[config.mk]
export PLATFORM = sky130hd
export DESIGN_NAME = ctd_core
export DESIGN_NICKNAME = d
export VERILOG_FILES = /design/src/core/ctd_pkg.sv /design/src/core/ctd_core.sv
export SDC_FILE = /design/constraint.sdc
export NUM_CORES = 1
export LEC_CHECK = 0
export BUFFER_PORTS_ARGS = -buffer_cell sky130_fd_sc_hd__buf_4
export CELL_PAD_IN_SITES_DETAIL_PLACEMENT = 1
export CELL_PAD_IN_SITES_GLOBAL_PLACEMENT = 1
export CORE_UTILIZATION = 46
export CTS_BUF_LIST = sky130_fd_sc_hd__clkbuf_16
export CTS_CLUSTER_SIZE = 40
export DETAILED_ROUTE_END_ITERATION = 7
export PLACE_DENSITY_LB_ADDON = 0.12
export SLEW_MARGIN = 15
export SYNTH_ARGS = -nofsm -noshare
export SYNTH_HDL_FRONTEND = slang
export SYNTH_SLANG_ARGS = --single-unit
[constraint.sdc]
create_clock -name SYS_CLK -period 4.5 [get_ports SYS_CLK]
set_clock_uncertainty 0.2 [all_clocks]
set_input_delay 0.45 -clock SYS_CLK [delete_from_list [all_inputs] [get_ports SYS_CLK]]
set_output_delay 0.45 -clock SYS_CLK [all_outputs]
set_load 0.005 [all_outputs]
[src/core/ctd_pkg.sv]
// Shared types, constants and decode table for the test and transfer execute block.
package ctd_pkg;
    localparam logic [7:0] OP_PREFIX = 8'h9E;
    localparam logic [7:0] OP_TST_DIR = 8'h3D;
    localparam logic [7:0] OP_TST_A = 8'h4D;
    localparam logic [7:0] OP_TST_X = 8'h5D;
    localparam logic [7:0] OP_TST_IX1 = 8'h6D;
    localparam logic [7:0] OP_TST_IX = 8'h7D;
    localparam logic [7:0] OP_STACK_TO_INDEX = 8'h95;
    localparam logic [7:0] OP_INDEX_TO_STACK = 8'h94;
    localparam logic [7:0] OP_INDEX_LOW_TO_ACC = 8'h9F;
    localparam logic [7:0] OP_LDA_EXT = 8'hC6;
    localparam logic [7:0] OP_LDA_IX2 = 8'hD6;
    localparam logic [7:0] OP_CMPBR_DIR = 8'h31;
    localparam logic [7:0] OP_CMPBR_IX1P = 8'h61;
    localparam logic [7:0] OP_CMPBR_IXP = 8'h71;
    localparam logic [7:0] OP_MOV_DD = 8'h4E;
    localparam logic [7:0] OP_MOV_DIXP = 8'h5E;
    localparam logic [7:0] OP_MOV_IMD = 8'h6E;
    localparam logic [7:0] OP_MOV_IXPD = 8'h7E;
    localparam int FLAG_V = 7;
    localparam int FLAG_H = 4;
    localparam int FLAG_I = 3;
    localparam int FLAG_N = 2;
    localparam int FLAG_Z = 1;
    localparam int FLAG_C = 0;
    localparam logic [7:0] FLAGS_RESET = 8'h68;
    localparam logic [15:0] SP_RESET = 16'h00FF;
    localparam logic [15:0] PC_RESET = 16'h0000;
    localparam logic [7:0] DIRECT_PAGE = 8'h00;

    typedef enum logic [3:0] {
        M_INH, M_DIR, M_EXT, M_IX, M_IX1, M_IX2, M_SP1, M_SP2,
        M_IXP, M_IX1P, M_DD, M_DIXP, M_IXPD, M_IMD
    } ctd_mode_e;
    typedef enum logic [3:0] {
        K_ILL, K_TST, K_TSTA, K_TSTX, K_LDA, K_CBEQ, K_MOV, K_TSX, K_TXS, K_TXA
    } ctd_kind_e;
    typedef struct packed {
        ctd_kind_e kind;
        ctd_mode_e mode;
        logic [1:0] nb;
    } ctd_dec_s;
    typedef struct packed {
        logic [15:0] addr;
        logic rd;
        logic wr;
        logic [7:0] wdata;
    } ctd_mem_req_s;
    typedef struct packed {
        logic [15:0] pc;
        logic [15:0] sp;
        logic [15:0] hx;
        logic [7:0] acc;
        logic [7:0] condition_flags;
    } ctd_regs_s;

    function automatic ctd_dec_s ctd_decode(input logic pre, input logic [7:0] op);
        ctd_dec_s d;
        d = '{K_ILL, M_INH, 2'd0};
        if (pre) begin
            case (op)
                OP_TST_IX1: d = '{K_TST, M_SP1, 2'd1};
                OP_CMPBR_IX1P: d = '{K_CBEQ, M_SP1, 2'd2};
                OP_LDA_IX2: d = '{K_LDA, M_SP2, 2'd2};
                default: d = '{K_ILL, M_INH, 2'd0};
            endcase
        end else begin
            case (op)
                OP_TST_DIR: d = '{K_TST, M_DIR, 2'd1};
                OP_TST_A: d = '{K_TSTA, M_INH, 2'd0};
                OP_TST_X: d = '{K_TSTX, M_INH, 2'd0};
                OP_TST_IX1: d = '{K_TST, M_IX1, 2'd1};
                OP_TST_IX: d = '{K_TST, M_IX, 2'd0};
                OP_STACK_TO_INDEX: d = '{K_TSX, M_INH, 2'd0};
                OP_INDEX_TO_STACK: d = '{K_TXS, M_INH, 2'd0};
                OP_INDEX_LOW_TO_ACC: d = '{K_TXA, M_INH, 2'd0};
                OP_LDA_EXT: d = '{K_LDA, M_EXT, 2'd2};
                OP_LDA_IX2: d = '{K_LDA, M_IX2, 2'd2};
                OP_CMPBR_DIR: d = '{K_CBEQ, M_DIR, 2'd2};
                OP_CMPBR_IX1P: d = '{K_CBEQ, M_IX1P, 2'd2};
                OP_CMPBR_IXP: d = '{K_CBEQ, M_IXP, 2'd1};
                OP_MOV_DD: d = '{K_MOV, M_DD, 2'd2};
                OP_MOV_DIXP: d = '{K_MOV, M_DIXP, 2'd1};
                OP_MOV_IMD: d = '{K_MOV, M_IMD, 2'd2};
                OP_MOV_IXPD: d = '{K_MOV, M_IXPD, 2'd1};
                default: d = '{K_ILL, M_INH, 2'd0};
            endcase
        end
        return d;
    endfunction
endpackage

[src/core/ctd_core.sv]
// Fetch, decode and execute of the test, transfer and addressing-mode instructions.
`timescale 1ns/1ps
`default_nettype none
module ctd_core (
    // Clock, reset and enable.
    input wire logic SYS_CLK,
    input wire logic RESETN,
    input wire logic CE,
    // Memory bus; read data must be valid in the same cycle that the read request is shown on MEM_REQ.
    output ctd_pkg::ctd_mem_req_s MEM_REQ,
    input wire logic [7:0] MEM_RDATA,
    // Register file view and status.
    output ctd_pkg::ctd_regs_s REGS,
    output logic ILLEGAL
);
    import ctd_pkg::*;

    typedef enum logic [2:0] {
        S_FETCH, S_OPC, S_OPR, S_OPRD, S_ADDR, S_DATA, S_XFER
    } ctd_state_e;

    typedef struct packed {
        ctd_state_e st;
        ctd_regs_s rg;
        ctd_mem_req_s mem;
        logic pre;
        ctd_dec_s dec;
        logic [1:0] cnt;
        logic [7:0] ob0;
        logic [7:0] ob1;
        logic ill;
    } ctd_state_s;

    localparam ctd_state_s STATE_RESET = '{
        st: S_FETCH,
        rg: '{PC_RESET, SP_RESET, 16'h0000, 8'h00, FLAGS_RESET},
        mem: '{16'h0000, 1'b0, 1'b0, 8'h00},
        pre: 1'b0,
        dec: '{K_ILL, M_INH, 2'd0},
        cnt: 2'd0,
        ob0: 8'h00,
        ob1: 8'h00,
        ill: 1'b0
    };

    ctd_state_s r;
    ctd_state_s next_r;

    function automatic logic [7:0] nz_flags(input logic [7:0] f, input logic [7:0] v);
        logic [7:0] o;
        o = f;
        o[FLAG_V] = 1'b0;
        o[FLAG_N] = v[7];
        o[FLAG_Z] = (v == 8'h00);
        return o;
    endfunction

    function automatic logic [15:0] eff_addr(input ctd_mode_e m, input logic [7:0] b0,
        input logic [7:0] b1, input logic [15:0] hx, input logic [15:0] sp);
        logic [15:0] ea;
        case (m)
            M_EXT: ea = {b0, b1};
            M_IX, M_IXP, M_IXPD: ea = hx;
            M_IX1, M_IX1P: ea = 16'(hx + {8'h00, b0});
            M_IX2: ea = 16'(hx + {b0, b1});
            M_SP1: ea = 16'(sp + {8'h00, b0});
            M_SP2: ea = 16'(sp + {b0, b1});
            default: ea = {DIRECT_PAGE, b0};
        endcase
        return ea;
    endfunction

    ctd_dec_s dec_now;
    logic [15:0] ea_now;
    logic [7:0] rel_now;

    assign dec_now = ctd_decode(r.pre, MEM_RDATA);
    assign ea_now = eff_addr(r.dec.mode, r.ob0, r.ob1, r.rg.hx, r.rg.sp);
    assign rel_now = (r.dec.nb == 2'd2) ? r.ob1 : r.ob0;

    always_comb begin
        next_r = r;
        next_r.mem.rd = 1'b0;
        next_r.mem.wr = 1'b0;
        case (r.st)
            S_FETCH: begin
                next_r.mem.addr = r.rg.pc;
                next_r.mem.rd = 1'b1;
                next_r.rg.pc = 16'(r.rg.pc + 16'h0001);
                next_r.st = S_OPC;
            end
            S_OPC: begin
                next_r.dec = dec_now;
                next_r.cnt = 2'd0;
                next_r.st = S_OPR;
                if (!r.pre && MEM_RDATA == OP_PREFIX) begin
                    next_r.pre = 1'b1;
                    next_r.st = S_FETCH;
                end else begin
                    next_r.pre = 1'b0;
                    next_r.ill = (dec_now.kind == K_ILL);
                    case (dec_now.kind)
                        K_TSTA: begin
                            next_r.rg.condition_flags = nz_flags(r.rg.condition_flags,
                                r.rg.acc);
                            next_r.st = S_FETCH;
                        end
                        K_TSTX: begin
                            next_r.rg.condition_flags = nz_flags(r.rg.condition_flags,
                                r.rg.hx[7:0]);
                            next_r.st = S_FETCH;
                        end
                        K_TXA: begin
                            next_r.rg.acc = r.rg.hx[7:0];
                            next_r.st = S_FETCH;
                        end
                        K_TSX: begin
                            next_r.rg.hx = 16'(r.rg.sp + 16'h0001);
                            next_r.st = S_XFER;
                        end
                        K_TXS: begin
                            next_r.rg.sp = 16'(r.rg.hx - 16'h0001);
                            next_r.st = S_XFER;
                        end
                        K_ILL: next_r.st = S_FETCH;
                        default: next_r.st = S_OPR;
                    endcase
                end
            end
            S_OPR: begin
                if (r.cnt < r.dec.nb) begin
                    next_r.mem.addr = r.rg.pc;
                    next_r.mem.rd = 1'b1;
                    next_r.rg.pc = 16'(r.rg.pc + 16'h0001);
                    next_r.st = S_OPRD;
                end else begin
                    next_r.st = S_ADDR;
                end
            end
            S_OPRD: begin
                if (r.cnt == 2'd0) begin
                    next_r.ob0 = MEM_RDATA;
                end else begin
                    next_r.ob1 = MEM_RDATA;
                end
                next_r.cnt = 2'(r.cnt + 2'd1);
                next_r.st = S_OPR;
            end
            S_ADDR: begin
                if (r.dec.mode == M_IMD) begin
                    next_r.mem.addr = {DIRECT_PAGE, r.ob1};
                    next_r.mem.wdata = r.ob0;
                    next_r.mem.wr = 1'b1;
                    next_r.rg.condition_flags = nz_flags(r.rg.condition_flags, r.ob0);
                    next_r.st = S_FETCH;
                end else begin
                    next_r.mem.addr = ea_now;
                    next_r.mem.rd = 1'b1;
                    if (r.dec.mode == M_IXPD) begin
                        next_r.rg.hx = 16'(r.rg.hx + 16'h0001);
                    end
                    next_r.st = S_DATA;
                end
            end
            S_DATA: begin
                next_r.st = S_FETCH;
                if (r.dec.mode == M_IXP || r.dec.mode == M_IX1P) begin
                    next_r.rg.hx = 16'(r.rg.hx + 16'h0001);
                end
                case (r.dec.kind)
                    K_TST: next_r.rg.condition_flags = nz_flags(r.rg.condition_flags,
                        MEM_RDATA);
                    K_LDA: begin
                        next_r.rg.acc = MEM_RDATA;
                        next_r.rg.condition_flags = nz_flags(r.rg.condition_flags,
                            MEM_RDATA);
                    end
                    K_CBEQ: begin
                        if (MEM_RDATA == r.rg.acc) begin
                            next_r.rg.pc = 16'(r.rg.pc + {{8{rel_now[7]}}, rel_now});
                        end
                    end
                    K_MOV: begin
                        next_r.mem.wdata = MEM_RDATA;
                        next_r.mem.wr = 1'b1;
                        next_r.rg.condition_flags = nz_flags(r.rg.condition_flags,
                            MEM_RDATA);
                        if (r.dec.mode == M_DIXP) begin
                            next_r.mem.addr = r.rg.hx;
                            next_r.rg.hx = 16'(r.rg.hx + 16'h0001);
                        end else if (r.dec.mode == M_DD) begin
                            next_r.mem.addr = {DIRECT_PAGE, r.ob1};
                        end else begin
                            next_r.mem.addr = {DIRECT_PAGE, r.ob0};
                        end
                    end
                    default: next_r.st = S_FETCH;
                endcase
            end
            S_XFER: next_r.st = S_FETCH;
            default: next_r.st = S_FETCH;
        endcase
    end

    always_ff @(posedge SYS_CLK or negedge RESETN) begin
        if (!RESETN) begin
            r <= STATE_RESET;
        end else if (CE) begin
            r <= next_r;
        end
    end

    assign MEM_REQ = r.mem;
    assign REGS = r.rg;
    assign ILLEGAL = r.ill;

    AST_TSTA_FLAGS: assert property (@(posedge SYS_CLK) disable iff (!RESETN)
        (CE && r.st == S_OPC && !r.pre && MEM_RDATA == OP_TST_A) |=>
        (!r.rg.condition_flags[FLAG_V] && r.rg.condition_flags[FLAG_N] == $past(r.rg.acc[7])
        && r.rg.condition_flags[FLAG_C] == $past(r.rg.condition_flags[FLAG_C])
        && r.rg.acc == $past(r.rg.acc)))
        else $error("accumulator test flags wrong");
    AST_PREFIX: assert property (@(posedge SYS_CLK) disable iff (!RESETN)
        (CE && r.st == S_OPC && !r.pre && MEM_RDATA == OP_PREFIX) |=>
        (r.pre && r.st == S_FETCH))
        else $error("prefix byte not taken");
    AST_POSTINC: assert property (@(posedge SYS_CLK) disable iff (!RESETN)
        (CE && r.st == S_DATA && r.dec.mode == M_IXP) |=> (r.rg.hx == 16'($past(r.rg.hx) + 1)))
        else $error("index not incremented after access");
    AST_SP1_ADDR: assert property (@(posedge SYS_CLK) disable iff (!RESETN)
        (CE && r.st == S_ADDR && r.dec.mode == M_SP1) |=>
        (MEM_REQ.rd && MEM_REQ.addr == 16'($past(r.rg.sp) + $past(r.ob0))))
        else $error("stack byte offset address wrong");
    AST_IMD_WRITE: assert property (@(posedge SYS_CLK) disable iff (!RESETN)
        (CE && r.st == S_ADDR && r.dec.mode == M_IMD) |=>
        (MEM_REQ.wr && MEM_REQ.addr == {DIRECT_PAGE, $past(r.ob1)}
        && MEM_REQ.wdata == $past(r.ob0)))
        else $error("immediate move write wrong");
    AST_EXT_ADDR: assert property (@(posedge SYS_CLK) disable iff (!RESETN)
        (CE && r.st == S_ADDR && r.dec.mode == M_EXT) |=>
        (MEM_REQ.addr == {$past(r.ob0), $past(r.ob1)}))
        else $error("extended address wrong");
    AST_TSX: assert property (@(posedge SYS_CLK) disable iff (!RESETN)
        (CE && r.st == S_OPC && !r.pre && MEM_RDATA == OP_STACK_TO_INDEX) |=>
        (r.rg.hx == 16'($past(r.rg.sp) + 1) && r.rg.condition_flags ==
        $past(r.rg.condition_flags) && r.st == S_XFER))
        else $error("stack to index transfer wrong");
    AST_XFER_WAIT: assert property (@(posedge SYS_CLK) disable iff (!RESETN)
        (CE && r.st == S_XFER) |=> (r.st == S_FETCH && !MEM_REQ.rd && !MEM_REQ.wr))
        else $error("transfer wait cycle wrong");
    AST_TXS: assert property (@(posedge SYS_CLK) disable iff (!RESETN)
        (CE && r.st == S_OPC && !r.pre && MEM_RDATA == OP_INDEX_TO_STACK) |=>
        (r.rg.sp == 16'($past(r.rg.hx) - 1)))
        else $error("index to stack transfer wrong");
    AST_TXA: assert property (@(posedge SYS_CLK) disable iff (!RESETN)
        (CE && r.st == S_OPC && !r.pre && MEM_RDATA == OP_INDEX_LOW_TO_ACC) |=>
        (r.rg.acc == $past(r.rg.hx[7:0]) && r.st == S_FETCH
        && r.rg.condition_flags == $past(r.rg.condition_flags)))
        else $error("index low to accumulator wrong");
endmodule
`default_nettype wire

==> results.toml <==
[synthesis]
synth_edf_count = 0
synth_warnings = 0
yosysSeqAreaShare = 0.280
postSynthAreaPerCell_um2 = 8.20
async_flop_share = 1.00
synthFlopType = "dfrtp_1"
netlist_area_mm2 = 0.0105
synth_cells = 1281
synthDistinctLibCells = 84
ys_ff_latch = 117

[global_routing]
grt_max_degree = 43
grtUsageTotal = 0.299
grt_pass1_vias = 9886
grt_overflow = 0
antenna_found_initial = 0
grt_pass1_wl_mm = 55.0

[sta]
rsz0062_at_grt = "false"
hold_viol_final = 0
period_needed_ps = 4160
maxSlewViolCount = 0
period_share = 0.924
setup_violations = 0
slew_headroom = 0.310
fmax_mhz = 240
tns_ps = 0
tightest_slew_ps = 1030

[cts]
root_buffer = "clkbuf_16"
clk-insertion-delay-late_ps = 440
clk_path_buf_depth = 2
h-tree-depth = 4
cts_tree = "yes"
clk_pin_slew_worst_paths_ps = 60
clock_sinks = 117
cts_buffers = 17
cts_setup_buffers = 0

[place]
gp_congestion = 0.934
port_buffers = 95
placed_area_mm2 = 0.0108
hpwl_mm = 25.4

[job]
max-cap-violations = 0

[power]
p_per_area_mw_per_mm2 = 557
p_leak_uw = 0.00491
vdd_drop_max_uv = 244

[setup_path]
critPathCaptureType = "register"
crit_fanout = 10
max_stage_delay_ps = 540
cp_common_cell = "o21ai_0"
worstSetupStartpoint = "r[24]"
critPathBufInv = 0
start_kind = "register"
cp.arrival_ps = 4240
crit_type = "register to register"
crit_path_top_delay_cell = "dfrtp_1"
path_cells = "nand2b_1 -> nor2_1 -> nand2_1 -> mux2_2 -> ha_1 -> fa_1 -> a211oi_1 -> o21ai_0 -> a31oi_1 -> xnor2_1 -> a222oi_1 -> o21ai_0 -> a222oi_1 -> o21ai_0"
path_delay_family = "compound AO/OA/AOI/OAI gates"
r2r-start = "r[24]"
cp.required_ps = 4580

[layout]
fin_area_mm2 = 0.0114
layout-drive-gt1-share = 0.184
layout_common_cells = "nand2_1 (131), buf_4 (131), dfrtp_1 (109)"
nNetsFinal = 1333
num_antenna_cells = 0
fillers = 2670
syn2layout_area_growth_pct = 8.91

[die]
io_pins = 102
dieArea_mm2 = 0.0234
dieHeight_um = 153
core_area_mm2 = 0.0221
num_rows = 54
start_util = 0.475
fp.dieW_um = 153

[worst_hold_path]
hold_class = "input port to register"
hp-start = "CE"

[detailed_routing]
drt-total-wl_mm = 34.2
wl_per_cell_um = 22.0
first_pass_iters = 5
drtIter0Drc = 585
drtAntennaViolNets = 0
num_vias = 9691
avgViaCountPerCell = 6.22
drcViolationCount = 0

[outcome]
outcome = "finished, final reports clean"
-- cells by family after synthesis --
group	synth area share
xor+xnor	0.0600
flops	0.280
simple gates	0.185
other cells	0.000715
mux	0.0660
compound gates	0.230
fa+ha+maj	0.0712
buf+inv	0.108
-- layer usage --
metal,global-route usage,wire [um]
met1,0.383,15100
met2,0.511,16800
met3,0.0343,1130
met4,0.119,1100
met5,0,0
-- worst paths after layout --
kind | end | slack, ps | depth (start not counted)
setup / recovery | MEM_REQ[18] | 340 | 14
max in group asynchronous | MEM_REQ[11] | 2710 | 3
setup reg to reg | MEM_REQ[18] | 340 | 14
hold reg to reg | MEM_REQ[8] | 290 | 1
hold / removal | r[120] | 140 | 2
min in group asynchronous | REGS[27] | 360 | 2
-- layout make-up --
type | count | area [um^2] | share of cell area
Sequential cell | 117 | 2940 | 0.257
Clock buffer | 17 | 425 | 0.0372
Timing Repair Buffer | 132 | 993 | 0.0868
Inverter | 27 | 101 | 0.00886
Tap cell | 280 | 350 | 0.0306
Clock inverter | 15 | 168 | 0.0147
Multi-Input combinational cell | 969 | 6460 | 0.565
-- cell usage after synthesis (all sizes together), types with 13 or more instances --
library cell,number,share of area
nand2,131,0.047
buf,122,0.080
dfrtp,109,0.26
nor2,105,0.038
a21oi,98,0.047
o21ai,89,0.043
ha,55,0.066
clkbuf,50,0.018
xnor2,45,0.038
mux2,39,0.042
nand3,29,0.014
inv,27,0.0096
xor2,27,0.023
mux2i,25,0.024
nor3,23,0.012
a211oi,20,0.014
and3,19,0.011
a31oi,17,0.010
a22oi,16,0.011
a21o,14,0.010
a221oi,14,0.012
o22ai,14,0.0083
nand4,13,0.0077
-- report_power, final --
| group | internal, uW | switching (uW) |
|---|---|---|
| combinational | 1340 | 1740 |
| sequential | 1350 | 523 |
| clock | 829 | 590 |
-- flip-flops by register name, indices dropped and copies added, names as in the netlist --
register  count
r            32
ILLEGAL       1
MEM_REQ      26
REGS         58
-- stage by stage --
step / power, uW / std cells / util / setup WS, ps / hold WS [ps]
floorplan: 3980 / 1285 / - / 403 / -45.6
global placement: 4860 / 1524 / 0.490 / 491 / 269
detailed placement: 4930 / 1524 / 0.490 / 403 / 270
CTS: 6380 / 1557 / 0.518 / 375 / 149
global route: 6780 / 1557 / 0.518 / 10.2 / 175
finish: 6380 / 1557 / 0.518 / 340 / 138
-- repair_timing --
action                     4_1_cts  5_1_grt
resized for setup                0        1
hold buffers                     1        0
setup endpoints to repair        0        1
hold endpoints to repair        32        0
Note: power is estimated with default switching activity, not from simulation.
